### config.mk
export PLATFORM = sky130hd
export DESIGN_NAME = cpu_status_flags_bank_select
export DESIGN_NICKNAME = d
export VERILOG_FILES = /design/src/core/status_pkg.sv /design/src/core/cpu_status_flags_bank_select.sv
export SDC_FILE = /design/constraint.sdc
export NUM_CORES = 1
export LEC_CHECK = 0
export BUFFER_PORTS_ARGS = -buffer_cell sky130_fd_sc_hd__buf_2
export CAP_MARGIN = 25
export CORE_UTILIZATION = 39
export DETAILED_ROUTE_END_ITERATION = 8
export GPL_ROUTABILITY_DRIVEN = 0
export HOLD_SLACK_MARGIN = 0.08
export PLACE_DENSITY = 0.65
export SYNTH_ARGS = -nofsm -noshare
export SYNTH_HDL_FRONTEND = slang
export SYNTH_SLANG_ARGS = --single-unit
### constraint.sdc
create_clock -name i_clk -period 2.4 [get_ports i_clk]
set_input_delay 0.12 -clock i_clk [delete_from_list [all_inputs] [get_ports i_clk]]
set_output_delay 0.12 -clock i_clk [all_outputs]
set_load 0.05 [all_outputs]
### src/core/status_pkg.sv
// Constants for the processor status and bank select block
package status_pkg;
  localparam logic [8:0] STATUS_ADDR_LO   = 9'h003;
  localparam logic [8:0] STATUS_ADDR_HI   = 9'h083;
  localparam logic [8:0] LATCH_ADDR_LO    = 9'h00A;
  localparam logic [8:0] LATCH_ADDR_HI    = 9'h08A;
  localparam logic [8:0] IRQ_STAT_ADDR    = 9'h1F0;
  localparam logic [8:0] IRQ_MASK_ADDR    = 9'h1F1;
  localparam logic [8:0] PC_ADDR          = 9'h1F2;
  localparam int         BIT_IND_BANK     = 7;
  localparam int         BIT_BANK_HI      = 6;
  localparam int         BIT_BANK_LO      = 5;
  localparam int         BIT_TO           = 4;
  localparam int         BIT_PWRDN        = 3;
  localparam int         BIT_Z            = 2;
  localparam int         BIT_DCARRY       = 1;
  localparam int         BIT_C            = 0;
  localparam logic [7:0] STATUS_RESET     = 8'h18;
  localparam logic [7:0] STATUS_WR_MASK   = 8'hE7;
  localparam logic [7:0] ARITH_MASK       = 8'h07;
  localparam logic [4:0] LATCH_RESET      = 5'h00;
  localparam logic [12:0] PC_RESET        = 13'h0000;
  localparam logic [3:0] IRQ_RESET        = 4'h0;
  localparam int         IRQ_TIMEOUT      = 0;
  localparam int         IRQ_SLEEP        = 1;
  localparam int         IRQ_ZERO         = 2;
  localparam int         IRQ_CARRY        = 3;
  typedef enum logic [2:0] {
    ALU_NONE = 3'b000,
    ALU_ADD  = 3'b001,
    ALU_SUB  = 3'b010,
    ALU_LOG  = 3'b011,
    ALU_ROL  = 3'b100,
    ALU_ROR  = 3'b101
  } alu_op_t;
endpackage

### src/core/cpu_status_flags_bank_select.sv
// Status register, bank select, counter high latch and flag ALU
`timescale 1ns/1ps
module cpu_status_flags_bank_select (
  input  wire logic       i_clk,
  input  wire logic       i_arst_n,
  input  wire logic       i_ce,
  input  wire logic [8:0] i_addr,
  input  wire logic [7:0] i_wdata,
  input  wire logic       i_wr,
  input  wire logic       i_rd,
  input  wire logic       i_clear_file_instruction,
  input  wire logic [2:0] i_alu_op,
  input  wire logic [7:0] i_alu_a,
  input  wire logic [7:0] i_alu_b,
  input  wire logic       i_watchdog_clear,
  input  wire logic       i_sleep,
  input  wire logic       i_watchdog_timeout,
  input  wire logic [6:0] i_dir_offset,
  input  wire logic [7:0] i_ind_ptr,
  output logic [7:0]      o_rdata,
  output logic [7:0]      o_alu_result,
  output logic [8:0]      o_direct_addr,
  output logic [8:0]      o_indirect_addr,
  output logic [12:0]     o_pc,
  output logic            o_irq
);
  logic       rst_meta_n;
  logic       rst_n;
  logic [7:0] status;
  logic [4:0] pc_high_holding_latch;
  logic [12:0] pc;
  logic [3:0] irq_stat;
  logic [3:0] irq_mask;

  always_ff @(posedge i_clk or negedge i_arst_n) begin
    if (!i_arst_n) begin
      rst_meta_n <= 1'b0;
      rst_n      <= 1'b0;
    end else begin
      rst_meta_n <= 1'b1;
      rst_n      <= rst_meta_n;
    end
  end

  // Address decode; status answers at its bank 0 and bank 1 images only (0x003, 0x083), not in banks 2 and 3
  wire hit_status = (i_addr == status_pkg::STATUS_ADDR_LO) ||
                    (i_addr == status_pkg::STATUS_ADDR_HI);
  wire hit_latch  = (i_addr == status_pkg::LATCH_ADDR_LO) ||
                    (i_addr == status_pkg::LATCH_ADDR_HI);
  wire hit_istat  = (i_addr == status_pkg::IRQ_STAT_ADDR);
  wire hit_imask  = (i_addr == status_pkg::IRQ_MASK_ADDR);
  wire hit_pc     = (i_addr == status_pkg::PC_ADDR);

  // Flag ALU; subtraction adds the two's complement of the second operand
  wire [7:0] b_eff    = (i_alu_op == status_pkg::ALU_SUB) ? ~i_alu_b : i_alu_b;
  wire       cin      = (i_alu_op == status_pkg::ALU_SUB);
  wire [4:0] low_sum  = {1'b0, i_alu_a[3:0]} + {1'b0, b_eff[3:0]} + {4'h0, cin};
  wire [8:0] full_sum = {1'b0, i_alu_a} + {1'b0, b_eff} + {8'h00, cin};
  wire is_arith = (i_alu_op == status_pkg::ALU_ADD) || (i_alu_op == status_pkg::ALU_SUB);
  wire is_rot   = (i_alu_op == status_pkg::ALU_ROL) || (i_alu_op == status_pkg::ALU_ROR);
  wire is_log   = (i_alu_op == status_pkg::ALU_LOG);
  wire [7:0] rot_res = (i_alu_op == status_pkg::ALU_ROL) ?
                       {i_alu_a[6:0], status[status_pkg::BIT_C]} :
                       {status[status_pkg::BIT_C], i_alu_a[7:1]};
  wire [7:0] res = is_arith ? full_sum[7:0] : (is_rot ? rot_res : i_alu_b);
  wire       res_zero  = (res == 8'h00);
  wire       carry_dc  = low_sum[4];
  wire       carry_out = full_sum[8];
  wire       rot_out   = (i_alu_op == status_pkg::ALU_ROL) ?
                         i_alu_a[7] : i_alu_a[0];
  wire       upd_z  = is_arith || is_log || i_clear_file_instruction;
  wire       upd_dc = is_arith;
  wire       upd_c  = is_arith || is_rot;
  wire       upd_any = upd_z || upd_dc || upd_c;
  wire       stat_wr = i_wr && hit_status;

  // Data write to all three flags is blocked when the instruction owns any of them
  wire [7:0] wr_val = i_clear_file_instruction ? 8'h00 : i_wdata;
  wire [7:0] keep_m = {5'h00, {3{upd_any}}};
  wire [7:0] wmask  = status_pkg::STATUS_WR_MASK & ~keep_m;
  wire [7:0] after_wr = stat_wr ? ((status & ~wmask) | (wr_val & wmask)) : status;

  wire next_z  = upd_z  ? (i_clear_file_instruction ? 1'b1 : res_zero) : after_wr[status_pkg::BIT_Z];
  wire next_dc = upd_dc ? carry_dc : after_wr[status_pkg::BIT_DCARRY];
  wire next_c  = is_arith ? carry_out : (is_rot ? rot_out : after_wr[status_pkg::BIT_C]);
  // Timeout wins over clear/sleep if both arrive together
  wire next_to = i_watchdog_timeout ? 1'b0 :
                 ((i_watchdog_clear || i_sleep) ? 1'b1 : status[status_pkg::BIT_TO]);
  wire next_pd = i_sleep ? 1'b0 :
                 (i_watchdog_clear ? 1'b1 : status[status_pkg::BIT_PWRDN]);
  wire [7:0] next_status = {after_wr[7:5], next_to, next_pd, next_z, next_dc, next_c};

  wire [3:0] irq_evt = {is_arith && carry_out, upd_z && res_zero && !i_clear_file_instruction,
                        i_sleep, i_watchdog_timeout};
  wire [3:0] irq_clr = (i_wr && hit_istat) ? i_wdata[3:0] : 4'h0;
  wire [3:0] next_irq_stat = (irq_stat & ~irq_clr) | irq_evt;

  wire [7:0] rd_mux = hit_status ? status :
                      hit_latch  ? {3'h0, pc_high_holding_latch} :
                      hit_istat  ? {4'h0, irq_stat} :
                      hit_imask  ? {4'h0, irq_mask} : 8'h00;

  // Bank mapping; both bank bits (6:5) select the direct bank, bit 7 the indirect bank
  wire [8:0] next_dir = {status[status_pkg::BIT_BANK_HI], status[status_pkg::BIT_BANK_LO],
                         i_dir_offset};
  wire [8:0] next_ind = {status[status_pkg::BIT_IND_BANK], i_ind_ptr};

  always_ff @(posedge i_clk or negedge rst_n) begin
    if (!rst_n) begin
      status                <= status_pkg::STATUS_RESET;
      pc_high_holding_latch <= status_pkg::LATCH_RESET;
      pc                    <= status_pkg::PC_RESET;
      irq_stat              <= status_pkg::IRQ_RESET;
      irq_mask              <= status_pkg::IRQ_RESET;
      o_rdata               <= 8'h00;
      o_alu_result          <= 8'h00;
      o_direct_addr         <= 9'h000;
      o_indirect_addr       <= 9'h000;
      o_irq                 <= 1'b0;
    end else if (i_ce) begin
      status   <= next_status;
      irq_stat <= next_irq_stat;
      o_irq    <= |(next_irq_stat & irq_mask);
      if (i_wr && hit_imask) begin
        irq_mask <= i_wdata[3:0];
      end
      if (i_wr && hit_latch) begin
        pc_high_holding_latch <= i_wdata[4:0];
      end
      if (i_wr && hit_pc) begin
        pc <= {pc_high_holding_latch, i_wdata};
      end
      o_rdata         <= i_rd ? rd_mux : 8'h00;
      o_alu_result    <= res;
      o_direct_addr   <= next_dir;
      o_indirect_addr <= next_ind;
    end
  end

  assign o_pc = pc;

  ro_flags_a: assert property (@(posedge i_clk) disable iff (!rst_n)
    (i_ce && stat_wr && !i_watchdog_timeout && !i_sleep && !i_watchdog_clear) |=>
      status[4:3] == $past(status[4:3]))
    else $error("read-only flags changed by write");
  clear_file_instruction_val_a: assert property (@(posedge i_clk) disable iff (!rst_n)
    (i_ce && stat_wr && i_clear_file_instruction && !is_arith && !is_rot) |=>
      status[7:5] == 3'b000 && status[status_pkg::BIT_Z])
    else $error("clear-file result wrong");
  flag_block_a: assert property (@(posedge i_clk) disable iff (!rst_n)
    (i_ce && stat_wr && is_arith) |=> status[0] == $past(carry_out))
    else $error("data write reached carry");
  timeout_a: assert property (@(posedge i_clk) disable iff (!rst_n)
    (i_ce && i_watchdog_timeout) |=> !status[status_pkg::BIT_TO])
    else $error("timeout flag not cleared");
  sleep_pd_a: assert property (@(posedge i_clk) disable iff (!rst_n)
    (i_ce && i_sleep && !i_watchdog_timeout) |=> !status[3] && status[4])
    else $error("sleep flags wrong");
  zero_flag_a: assert property (@(posedge i_clk) disable iff (!rst_n)
    (i_ce && is_log && !i_clear_file_instruction) |=> status[2] == (o_alu_result == 8'h00))
    else $error("zero flag mismatch");
  sub_borrow_a: assert property (@(posedge i_clk) disable iff (!rst_n)
    (i_ce && i_alu_op == status_pkg::ALU_SUB) |=>
      status[0] == ($past(i_alu_a) >= $past(i_alu_b)))
    else $error("borrow polarity wrong");
  rot_carry_a: assert property (@(posedge i_clk) disable iff (!rst_n)
    (i_ce && i_alu_op == status_pkg::ALU_ROL) |=> status[0] == $past(i_alu_a[7]))
    else $error("rotate carry wrong");
  mirror_rd_a: assert property (@(posedge i_clk) disable iff (!rst_n)
    (i_ce && i_rd && hit_status) |=> o_rdata == $past(status))
    else $error("status image read wrong");
  bank_dir_a: assert property (@(posedge i_clk) disable iff (!rst_n)
    i_ce |=> o_direct_addr[8:7] == $past(status[6:5]))
    else $error("direct bank wrong");

  // Clock enable freezes all state
  ce_status_a: assert property (@(posedge i_clk) disable iff (!rst_n)
    !i_ce |=>
      status == $past(status))
    else $error("status moved while frozen");
  ce_latch_a: assert property (@(posedge i_clk) disable iff (!rst_n)
    !i_ce |=>
      pc_high_holding_latch == $past(pc_high_holding_latch))
    else $error("latch moved while frozen");
  ce_pc_a: assert property (@(posedge i_clk) disable iff (!rst_n)
    !i_ce |=>
      pc == $past(pc))
    else $error("counter moved while frozen");
  ce_irq_a: assert property (@(posedge i_clk) disable iff (!rst_n)
    !i_ce |=>
      irq_stat == $past(irq_stat))
    else $error("irq status moved while frozen");

  // Bank address outputs
  dir_offset_a: assert property (@(posedge i_clk) disable iff (!rst_n)
    i_ce |=>
      o_direct_addr[6:0] == $past(i_dir_offset))
    else $error("direct offset wrong");
  bank_ind_a: assert property (@(posedge i_clk) disable iff (!rst_n)
    i_ce |=>
      o_indirect_addr == {$past(status[7]), $past(i_ind_ptr)})
    else $error("indirect bank wrong");

  // Register writes and flag ownership
  wr_bank_a: assert property (@(posedge i_clk) disable iff (!rst_n)
    (i_ce && stat_wr && !i_clear_file_instruction) |=>
      status[7:5] == $past(i_wdata[7:5]))
    else $error("bank bits not written");
  wr_flags_a: assert property (@(posedge i_clk) disable iff (!rst_n)
    (i_ce && stat_wr && !upd_any) |=>
      status[2:0] == $past(i_wdata[2:0]))
    else $error("plain flag write lost");
  clear_file_instruction_keep_a: assert property (@(posedge i_clk) disable iff (!rst_n)
    (i_ce && stat_wr && i_clear_file_instruction && i_alu_op == status_pkg::ALU_NONE) |=>
      status[1:0] == $past(status[1:0]))
    else $error("clear-file touched carries");
  clear_file_instruction_ro_a: assert property (@(posedge i_clk) disable iff (!rst_n)
    (i_ce && stat_wr && i_clear_file_instruction && !i_watchdog_timeout && !i_sleep && !i_watchdog_clear) |=>
      status[4:3] == $past(status[4:3]))
    else $error("clear-file touched reset flags");
  rot_keep_a: assert property (@(posedge i_clk) disable iff (!rst_n)
    (i_ce && stat_wr && is_rot) |=>
      status[2:1] == $past(status[2:1]))
    else $error("rotate write reached flags");
  log_keep_a: assert property (@(posedge i_clk) disable iff (!rst_n)
    (i_ce && stat_wr && is_log) |=>
      status[1:0] == $past(status[1:0]))
    else $error("logic write reached carries");
  alu_idle_a: assert property (@(posedge i_clk) disable iff (!rst_n)
    (i_ce && i_alu_op == status_pkg::ALU_NONE && !stat_wr && !i_clear_file_instruction) |=>
      status[2:0] == $past(status[2:0]))
    else $error("flags moved without cause");

  // Arithmetic and rotate flags and results
  add_carry_a: assert property (@(posedge i_clk) disable iff (!rst_n)
    (i_ce && i_alu_op == status_pkg::ALU_ADD) |=>
      status[0] == (({1'b0, $past(i_alu_a)} + {1'b0, $past(i_alu_b)}) > 9'h0FF))
    else $error("add carry wrong");
  add_dc_a: assert property (@(posedge i_clk) disable iff (!rst_n)
    (i_ce && i_alu_op == status_pkg::ALU_ADD) |=>
      status[1] == (({1'b0, $past(i_alu_a[3:0])} + {1'b0, $past(i_alu_b[3:0])}) > 5'h0F))
    else $error("add digit carry wrong");
  sub_dc_a: assert property (@(posedge i_clk) disable iff (!rst_n)
    (i_ce && i_alu_op == status_pkg::ALU_SUB) |=>
      status[1] == ($past(i_alu_a[3:0]) >= $past(i_alu_b[3:0])))
    else $error("digit borrow polarity wrong");
  add_res_a: assert property (@(posedge i_clk) disable iff (!rst_n)
    (i_ce && i_alu_op == status_pkg::ALU_ADD) |=>
      o_alu_result == 8'($past(i_alu_a) + $past(i_alu_b)))
    else $error("add result wrong");
  sub_res_a: assert property (@(posedge i_clk) disable iff (!rst_n)
    (i_ce && i_alu_op == status_pkg::ALU_SUB) |=>
      o_alu_result == 8'($past(i_alu_a) - $past(i_alu_b)))
    else $error("subtract result wrong");
  arith_zero_a: assert property (@(posedge i_clk) disable iff (!rst_n)
    (i_ce && is_arith) |=>
      status[2] == (o_alu_result == 8'h00))
    else $error("arith zero flag wrong");
  ror_carry_a: assert property (@(posedge i_clk) disable iff (!rst_n)
    (i_ce && i_alu_op == status_pkg::ALU_ROR) |=>
      status[0] == $past(i_alu_a[0]))
    else $error("right rotate carry wrong");
  rol_res_a: assert property (@(posedge i_clk) disable iff (!rst_n)
    (i_ce && i_alu_op == status_pkg::ALU_ROL) |=>
      o_alu_result == {$past(i_alu_a[6:0]), $past(status[0])})
    else $error("left rotate result wrong");
  ror_res_a: assert property (@(posedge i_clk) disable iff (!rst_n)
    (i_ce && i_alu_op == status_pkg::ALU_ROR) |=>
      o_alu_result == {$past(status[0]), $past(i_alu_a[7:1])})
    else $error("right rotate result wrong");

  // Reset-cause flags
  wdt_clr_a: assert property (@(posedge i_clk) disable iff (!rst_n)
    (i_ce && i_watchdog_clear && !i_watchdog_timeout && !i_sleep) |=>
      status[4:3] == 2'b11)
    else $error("watchdog clear flags wrong");
  to_hold_a: assert property (@(posedge i_clk) disable iff (!rst_n)
    (i_ce && !i_watchdog_timeout && !i_watchdog_clear && !i_sleep) |=>
      status[4] == $past(status[4]))
    else $error("timeout flag moved");
  pd_hold_a: assert property (@(posedge i_clk) disable iff (!rst_n)
    (i_ce && !i_watchdog_clear && !i_sleep) |=>
      status[3] == $past(status[3]))
    else $error("powerdown flag moved");

  // Counter and holding latch
  latch_wr_a: assert property (@(posedge i_clk) disable iff (!rst_n)
    (i_ce && i_wr && hit_latch) |=>
      pc_high_holding_latch == $past(i_wdata[4:0]))
    else $error("latch write lost");
  pc_wr_a: assert property (@(posedge i_clk) disable iff (!rst_n)
    (i_ce && i_wr && hit_pc) |=>
      pc == {$past(pc_high_holding_latch), $past(i_wdata)})
    else $error("counter load wrong");
  pc_hold_a: assert property (@(posedge i_clk) disable iff (!rst_n)
    (i_ce && !(i_wr && hit_pc)) |=>
      pc == $past(pc))
    else $error("counter upper bits reached directly");

  // Read port
  rd_idle_a: assert property (@(posedge i_clk) disable iff (!rst_n)
    (i_ce && !i_rd) |=>
      o_rdata == 8'h00)
    else $error("read data outside read");
  rd_latch_a: assert property (@(posedge i_clk) disable iff (!rst_n)
    (i_ce && i_rd && hit_latch) |=>
      o_rdata == {3'h0, $past(pc_high_holding_latch)})
    else $error("latch read wrong");
  rd_unmap_a: assert property (@(posedge i_clk) disable iff (!rst_n)
    (i_ce && i_rd && !(hit_status || hit_latch || hit_istat || hit_imask)) |=>
      o_rdata == 8'h00)
    else $error("unmapped read not zero");
  rd_imask_a: assert property (@(posedge i_clk) disable iff (!rst_n)
    (i_ce && i_rd && hit_imask) |=>
      o_rdata == {4'h0, $past(irq_mask)})
    else $error("mask read wrong");
  rd_istat_a: assert property (@(posedge i_clk) disable iff (!rst_n)
    (i_ce && i_rd && hit_istat) |=>
      o_rdata == {4'h0, $past(irq_stat)})
    else $error("irq status read wrong");

  // Interrupt status, mask and level
  irq_set_a: assert property (@(posedge i_clk) disable iff (!rst_n)
    (i_ce && i_watchdog_timeout) |=>
      irq_stat[status_pkg::IRQ_TIMEOUT])
    else $error("timeout event not latched");
  irq_clr_a: assert property (@(posedge i_clk) disable iff (!rst_n)
    (i_ce && i_wr && hit_istat && irq_evt == 4'h0) |=>
      (irq_stat & $past(i_wdata[3:0])) == 4'h0)
    else $error("irq clear lost");
  irq_mask_a: assert property (@(posedge i_clk) disable iff (!rst_n)
    (i_ce && i_wr && hit_imask) |=>
      irq_mask == $past(i_wdata[3:0]))
    else $error("mask write lost");
  irq_level_a: assert property (@(posedge i_clk) disable iff (!rst_n)
    (i_ce && !(i_wr && hit_imask)) |=>
      o_irq == |(irq_stat & irq_mask))
    else $error("irq level wrong");
endmodule // cpu_status_flags_bank_select

==> results of run 1 <==
[metrics by stage]
step | utilization (%) | TNS, ns | hold WS, ns | worst slack [ns] | power [mW]
final | 55.75 | 0 | 0.1154 | 0.03233 | 3.048
after global routing | 55.75 | -0.1247 | 0.1015 | -0.05969 | 3.196
after CTS | 54.49 | 0 | 0.08576 | 0.02820 | 3.036
after detailed placement | 49.90 | -1.180 | -0.08903 | -0.3424 | 2.123
after global placement | 49.90 | -1.023 | -0.09518 | -0.3005 | 2.107
after floorplan | - | -0.8424 | -0.1756 | -0.3085 | 1.845
[cell families after synthesis]
family | after synthesis | synth area share [%]
AO/OA/AOI/OAI | 90 | 15.63
XOR/XNOR | 14 | 3.138
adder cells (fa/ha/maj) | 10 | 3.394
buffers and inverters | 29 | 3.106
flip-flops | 71 | 45.53
multiplexers | 56 | 15.82
other | 1 | 0.09597
AND/OR/NAND/NOR | 102 | 13.29
[flip-flops by register name (all words and copies together), names as in the netlist, named ones only]
signal                 cells
irq_mask                   4
irq_stat                   4
o_alu_result               8
o_direct_addr              9
o_indirect_addr            9
o_irq                      1
o_pc                      13
o_rdata                    8
pc_high_holding_latch      5
rst_meta_n                 1
rst_n                      1
status                     6
[layer usage]
metal	track usage, %	share of wire [%]
met1	26.12	43
met2	34.90	51
met3	5.198	5.0
met4	6.264	1.4
met5	0	0
[Yosys cell counts, drive strengths merged (3+ instances only)]
library cell,instances
nand2b,4
o21a,3
o21ai,27
nand2,34
o221ai,4
nor4,4
a21o,3
o22ai,3
nor2b,4
mux2,46
inv,8
and2,3
a211oi,3
a221oi,7
buf,9
o2bb2ai,5
nand3b,3
nor3,7
a21oi,16
nand3,10
xnor2,4
nand4,4
dfrtp,69
clkbuf,12
and3,4
mux2i,10
a22oi,3
xor2,10
ha,9
nor2,17
[timing repair]
| item | in CTS | in global routing |
|---|---|---|
| hold buffers | 27 | 0 |
| buffers inserted | 0 | 4 |
| gates resized for setup | 0 | 22 |
| setup endpoints to repair | 0 | 4 |
| hold endpoints to repair | 33 | 0 |
[layout make-up]
class | count | share of cell area [%]
Inverter | 8 | 0.5536
Timing Repair Buffer | 178 | 21.66
Clock inverter | 3 | 0.3230
Tap cell | 133 | 3.068
Clock buffer | 13 | 2.930
Sequential cell | 71 | 32.83
Multi-Input combinational cell | 273 | 38.64
[power groups by stage]
stage | Clock, mW | Sequential [mW] | Combinational, mW
after CTS | 0.896 | 1.32 | 0.819
after detailed placement | 0 | 1.34 | 0.780
after global routing | 0.933 | 1.33 | 0.932
final | 0.861 | 1.32 | 0.865
after floorplan | 0 | 1.52 | 0.320
after global placement | 0 | 1.34 | 0.766
[worst max-delay path by stage]
stage                start                       to  slack, ns
2_1_floorplan  i_alu_op[1]        o_irq$_DFFE_PN0P_      -0.31
3_3_place_gp   i_alu_op[1]        o_irq$_DFFE_PN0P_      -0.30
3_5_place_dp   i_alu_op[1]  irq_stat[2]$_DFFE_PN0P_      -0.34
4_1_cts        i_alu_op[1]                 register       0.03
5_1_grt        i_alu_op[0]                 register      -0.06
6_report       i_alu_op[0]                 register       0.03
[worst max-delay path: stages]
cell	delay, ns
buf_8	0.10
nor3b_4	0.22
buf_4	0.15
xor2_2	0.07
fa_2	0.34
a211o_1	0.34
o21a_1	0.16
xnor2_2	0.15
a221oi_2	0.33
a211oi_2	0.09
a41o_1	0.23
mux2_4	0.26
==> results.json, run 1 <==
{
  "grt_pass1_wl_um": 16630,
  "status": "complete, no violations",
  "worstPathMaxFanout": 3,
  "hold_class": "input port to register",
  "post-route-drc-count": 0,
  "period_share_pct": 98.65,
  "fin_area_um2": 5424,
  "syn_area_um2": 3907,
  "syn_avg_cell_area_um2": 10.48,
  "core-area_um2": 9729,
  "ios": 108,
  "p_per_area_nw_per_um2": 561.9,
  "fill_cells": 870,
  "die_x_um": 102.1,
  "finalHoldViolCount": 0,
  "syn_inst": 373,
  "diodes": 0,
  "postSynth.asyncResetShare_pct": 100.0,
  "leakage_nw": 2.634,
  "ir_drop_mv": 0.4230,
  "pwr-share-clk_pct": 28.2,
  "overflow": 0,
  "multi_input_area_um2": 2096,
  "min_to": "irq_mask[2]$_DFFE_PN0P_",
  "regToRegEndpoint": "status[4]$_DFFE_PN1P_",
  "drv_cap": 0,
  "final_cells": 679,
  "wl_per_cell_um": 15.15,
  "synth_ff_type": "dfrtp_1",
  "pwr-share-comb_pct": 28.4,
  "worst_slew_pin_slew_ns": 0.6322,
  "slew_headroom_pct": 57.70,
  "nNetsFinal": 611,
  "worst_setup_path_end_kind": "register",
  "area.sequential_um2": 1780,
  "switching_power_mw": 0.9894,
  "reg2regPathDepth": 3,
  "yosysSeqAreaShare_pct": 45.53,
  "synthTopCellsByArea": "dfrtp_1 (44%), mux2_2 (13%), o21ai_0 (3.5%)",
  "netSwitchingFraction_pct": 32.46,
  "antenna_found_initial": 0,
  "grt_setup_unrepaired": "yes",
  "design.die.area_um2": 10420,
  "crit_type": "input port to register",
  "io_buffers": 107,
  "netlist.area_leader.share_pct": 44.19,
  "dieHeight_um": 102.1,
  "synth_seq_cells": 71,
  "dp.cells": 633,
  "crit_path_start_kind": "input port",
  "seq_power_share_pct": 43.4,
  "initial_core_util_pct": 40.16,
  "hpwlAfterDp_um": 7460,
  "root_buffer": "clkbuf_8",
  "worstPathArrival_ns": 2.60,
  "period_needed_ns": 2.368,
  "finClkSkew_ns": 0.006388,
  "cts_tree": "yes",
  "grt_max_degree": 55,
  "synth_fp_nets": 443,
  "placed_area_um2": 4855,
  "required_ns": 2.63,
  "clock_sinks": 71,
  "rr_startpoint": "status[4]$_DFFE_PN1P_",
  "ant_nets": 0,
  "vias_per_cell": 5.308,
  "drt-total-wl_um": 10290,
  "internal-power_mw": 2.058,
  "drt_iter0_markers": 115,
  "synth_cell_types": 57,
  "drv_slew": 0,
  "synth_edf_count": 0,
  "rows": 36,
  "cts_made_buffers": 9,
  "clockBufferDepth": 2,
  "setup-violations-final": 0,
  "drive_gt1_share_pct": 42.86,
  "ys_warn_count": 0,
  "grt_pass1_vias": 3489,
  "first_pass_iters": 4,
  "fmax_mhz": 422.4,
  "mostFrequentLayoutCells": "buf_2 (104), dfrtp_1 (68), mux2_2 (45), buf_4 (42), nand2_1 (33)",
  "synth_top_cell_by_area": "dfrtp_1",
  "worst_skew_pair.late_latency_ns": 0.34,
  "num_vias": 3604,
  "h-tree-depth": 3,
  "r2r_slack_ns": 1.06,
  "final_common_cell": "buf_2",
  "clk_pin_slew_ns": 0.07,
  "min_from": "i_wdata[2]",
  "min_path_cells": 2,
  "grt_util_all_layers_pct": 20.67,
  "area_delta_synth_final_pct": 38.81
}
No activity file was read; power rests on OpenSTA's default activity.
==> run 2, diff against run 1 <==
- ABC_AREA: unset -> 1
- PLACE_DENSITY: 0.65 -> 0.66
==> results.json, run 2 <==
{
  "grt_max_degree": 36,
  "setup-violations-final": 0,
  "cts_made_buffers": 9,
  "vias_per_cell": 4.845,
  "die_x_um": 100.9,
  "ctsResizeCount": 0,
  "synth_fp_nets": 558,
  "area.sequential_um2": 1780,
  "nNetsFinal": 697,
  "finalPower_mw": 2.970,
  "layout_setup_ws_ns": 0.3076,
  "cp_top_family": "simple AND/OR/NAND/NOR gates",
  "synth_top_cell_by_area": "dfrtp_1",
  "design.die.area_um2": 10180,
  "postSynth.asyncResetShare_pct": 100.0,
  "drt_iter0_markers": 233,
  "drv_slew": 0,
  "worstPathMaxFanout": 9,
  "postCtsSetupBuffers": 0,
  "fmax_mhz": 477.9,
  "min_from": "i_wdata[6]",
  "critPathMaxStageDelay_ns": 0.31,
  "multi_input_area_um2": 1743,
  "netlist.area_leader.share_pct": 45.26,
  "utilization_pct": 53.11,
  "leakage_nw": 2.686,
  "synth.most_common_cell": "nand2_1",
  "worst_setup_path_end_kind": "register",
  "met1_usage_pct": 26.14,
  "synth_seq_cells": 71,
  "drt-total-wl_um": 10080,
  "setup_tns_ns": 0,
  "grt_pass1_vias": 3573,
  "crit_chain": "buf_2 > inv_1 > nand3_4 > xnor2_1 > ha_1 > nand2_1 > inv_1 > a21oi_1 > nand3_1 > nand2_1 > nor2_1 > nor2_1 > nand3_1 > nor2_1 > nand2_1 > nand2_1 > nand2_1 > a21oi_2",
  "ys_warn_count": 0,
  "overflow": 0,
  "syn_avg_cell_area_um2": 7.817,
  "antenna_found_initial": 0,
  "rows": 35,
  "wl_per_cell_um": 13.25,
  "hold_ws_ns": 0.09859,
  "required_ns": 2.68,
  "hpwlAfterDp_um": 7496,
  "grt_util_all_layers_pct": 21.11,
  "drv_cap": 0,
  "synth_ff_type": "dfrtp_1",
  "clk_pin_slew_ns": 0.07,
  "crit_path_start_kind": "input port",
  "hold_class": "input port to register",
  "critPathLaunch": "i_alu_op[0]",
  "post-route-drc-count": 0,
  "period_share_pct": 87.18,
  "io_buffers": 107,
  "gr-max-usage-layer": "met2",
  "syn_area_um2": 3815,
  "status": "complete, no violations",
  "worst_slew_pin_slew_ns": 0.7676,
  "syn_inst": 488,
  "root_buffer": "clkbuf_8",
  "synth_edf_count": 0,
  "finalHoldViolCount": 0,
  "num_vias": 3687,
  "core-area_um2": 9371,
  "area_delta_synth_final_pct": 30.47,
  "cp_slowest_cell": "ha_1",
  "finClkSkew_ns": 0.01087,
  "first_pass_iters": 7,
  "ios": 108,
  "drive_gt1_share_pct": 23.10,
  "initial_core_util_pct": 40.71,
  "yosysSeqAreaShare_pct": 46.64,
  "dp_slack_ns": -0.06300,
  "ant_nets": 0,
  "largest_register_ff_count": 13,
  "clock_sinks": 71,
  "synth_cell_types": 36,
  "grt_pass1_wl_um": 16730,
  "crit_path_frequent_cell": "nand2_1",
  "ir_drop_mv": 0.2454,
  "slew_headroom_pct": 48.83,
  "worst_skew_pair.late_latency_ns": 0.35,
  "crit_type": "input port to register",
  "fill_cells": 928,
  "worstPathArrival_ns": 2.37,
  "diodes": 0,
  "grt_setup_unrepaired": "no",
  "dieHeight_um": 100.9,
  "p_per_area_nw_per_um2": 596.7,
  "rr_startpoint": "status[0]$_DFFE_PN0P_",
  "period_needed_ns": 2.092,
  "met2_usage_pct": 36.88,
  "met3_usage_pct": 4.646,
  "clockBufferDepth": 2,
  "mostFrequentLayoutCells": "nand2_1 (159), buf_2 (107), dfrtp_1 (68), inv_1 (60), o21ai_0 (55)",
  "cts_tree": "yes",
  "synthTopCellsByArea": "dfrtp_1 (45%), nand2_1 (16%), o21ai_0 (7.2%)",
  "synthTopCellsByCount": "nand2_1 (159), dfrtp_1 (69), inv_1 (60)",
  "cts_hold_buf": 26,
  "h-tree-depth": 3,
  "final_common_cell": "nand2_1",
  "path_buf_inv": 3
}
run 2: cell types whose count changed after synthesis, sizes merged, moves of 10 or more:
cell	previous run	this run
nand2	34	162
o21ai	27	56
mux2i	10	0
inv	8	62
mux2	46	4
nand3	10	33
run 2: cell type report:
cell class | count | share of cell area, %
Sequential cell | 71 | 35.77
Multi-Input combinational cell | 343 | 35.02
Timing Repair Buffer | 140 | 17.30
Inverter | 62 | 4.676
Tap cell | 129 | 3.243
Clock buffer | 11 | 2.841
Clock inverter | 5 | 1.156
run 2: routing by layer:
metal	part of all wire, %	routed length (um)
met5	0	0
met4	1.4	138
met3	6.8	686
met2	48	4854
met1	44	4404
run 2: kinds of logic after synthesis:
kind of cell             Yosys count  share of synthesized area [%]
AO/OA/AOI/OAI                     93                          14.04
XOR/XNOR                           8                          1.837
adder cells (fa/ha/maj)           10                          3.477
buffers and inverters             74                          7.675
flip-flops                        71                          46.64
multiplexers                       4                          1.181
other                              1                        0.09830
AND/OR/NAND/NOR                  227                          25.06
run 2: tightest hold or removal path: stages:
cell and delay, ns:
buf_2 0.10, inv_1 0.07, o21ai_0 0.10
run 2: where the power goes:
group / internal [mW] / switching [mW]
registers: 1.27 / 0.0543
clock network: 0.509 / 0.443
logic: 0.230 / 0.461
total: 2.01 / 0.958
run 2: through the flow:
stage | area [um^2] | std cells
after floorplan | 3815 | 488
after global placement | 4518 | 719
after detailed placement | 4518 | 719
after CTS | 4977 | 761
after global routing | 4977 | 761
final | 4977 | 761
run 2: path summary, 6_finish.rpt:
kind | endpoint | slack (ns) | cells past startpoint
setup reg to reg | o_irq$_DFFE_PN0P_ | 0.76 | 12
setup / recovery | o_irq$_DFFE_PN0P_ | 0.31 | 18
hold / removal | o_pc[6]$_DFFE_PN0P_ | 0.1 | 3
hold reg to reg | o_direct_addr[3]$_DFFE_PN0P_ | 0.35 | 0
max in group asynchronous | status[4]$_DFFE_PN1P_ | 1.33 | 1
min in group asynchronous | o_direct_addr[3]$_DFFE_PN0P_ | 0.35 | 0
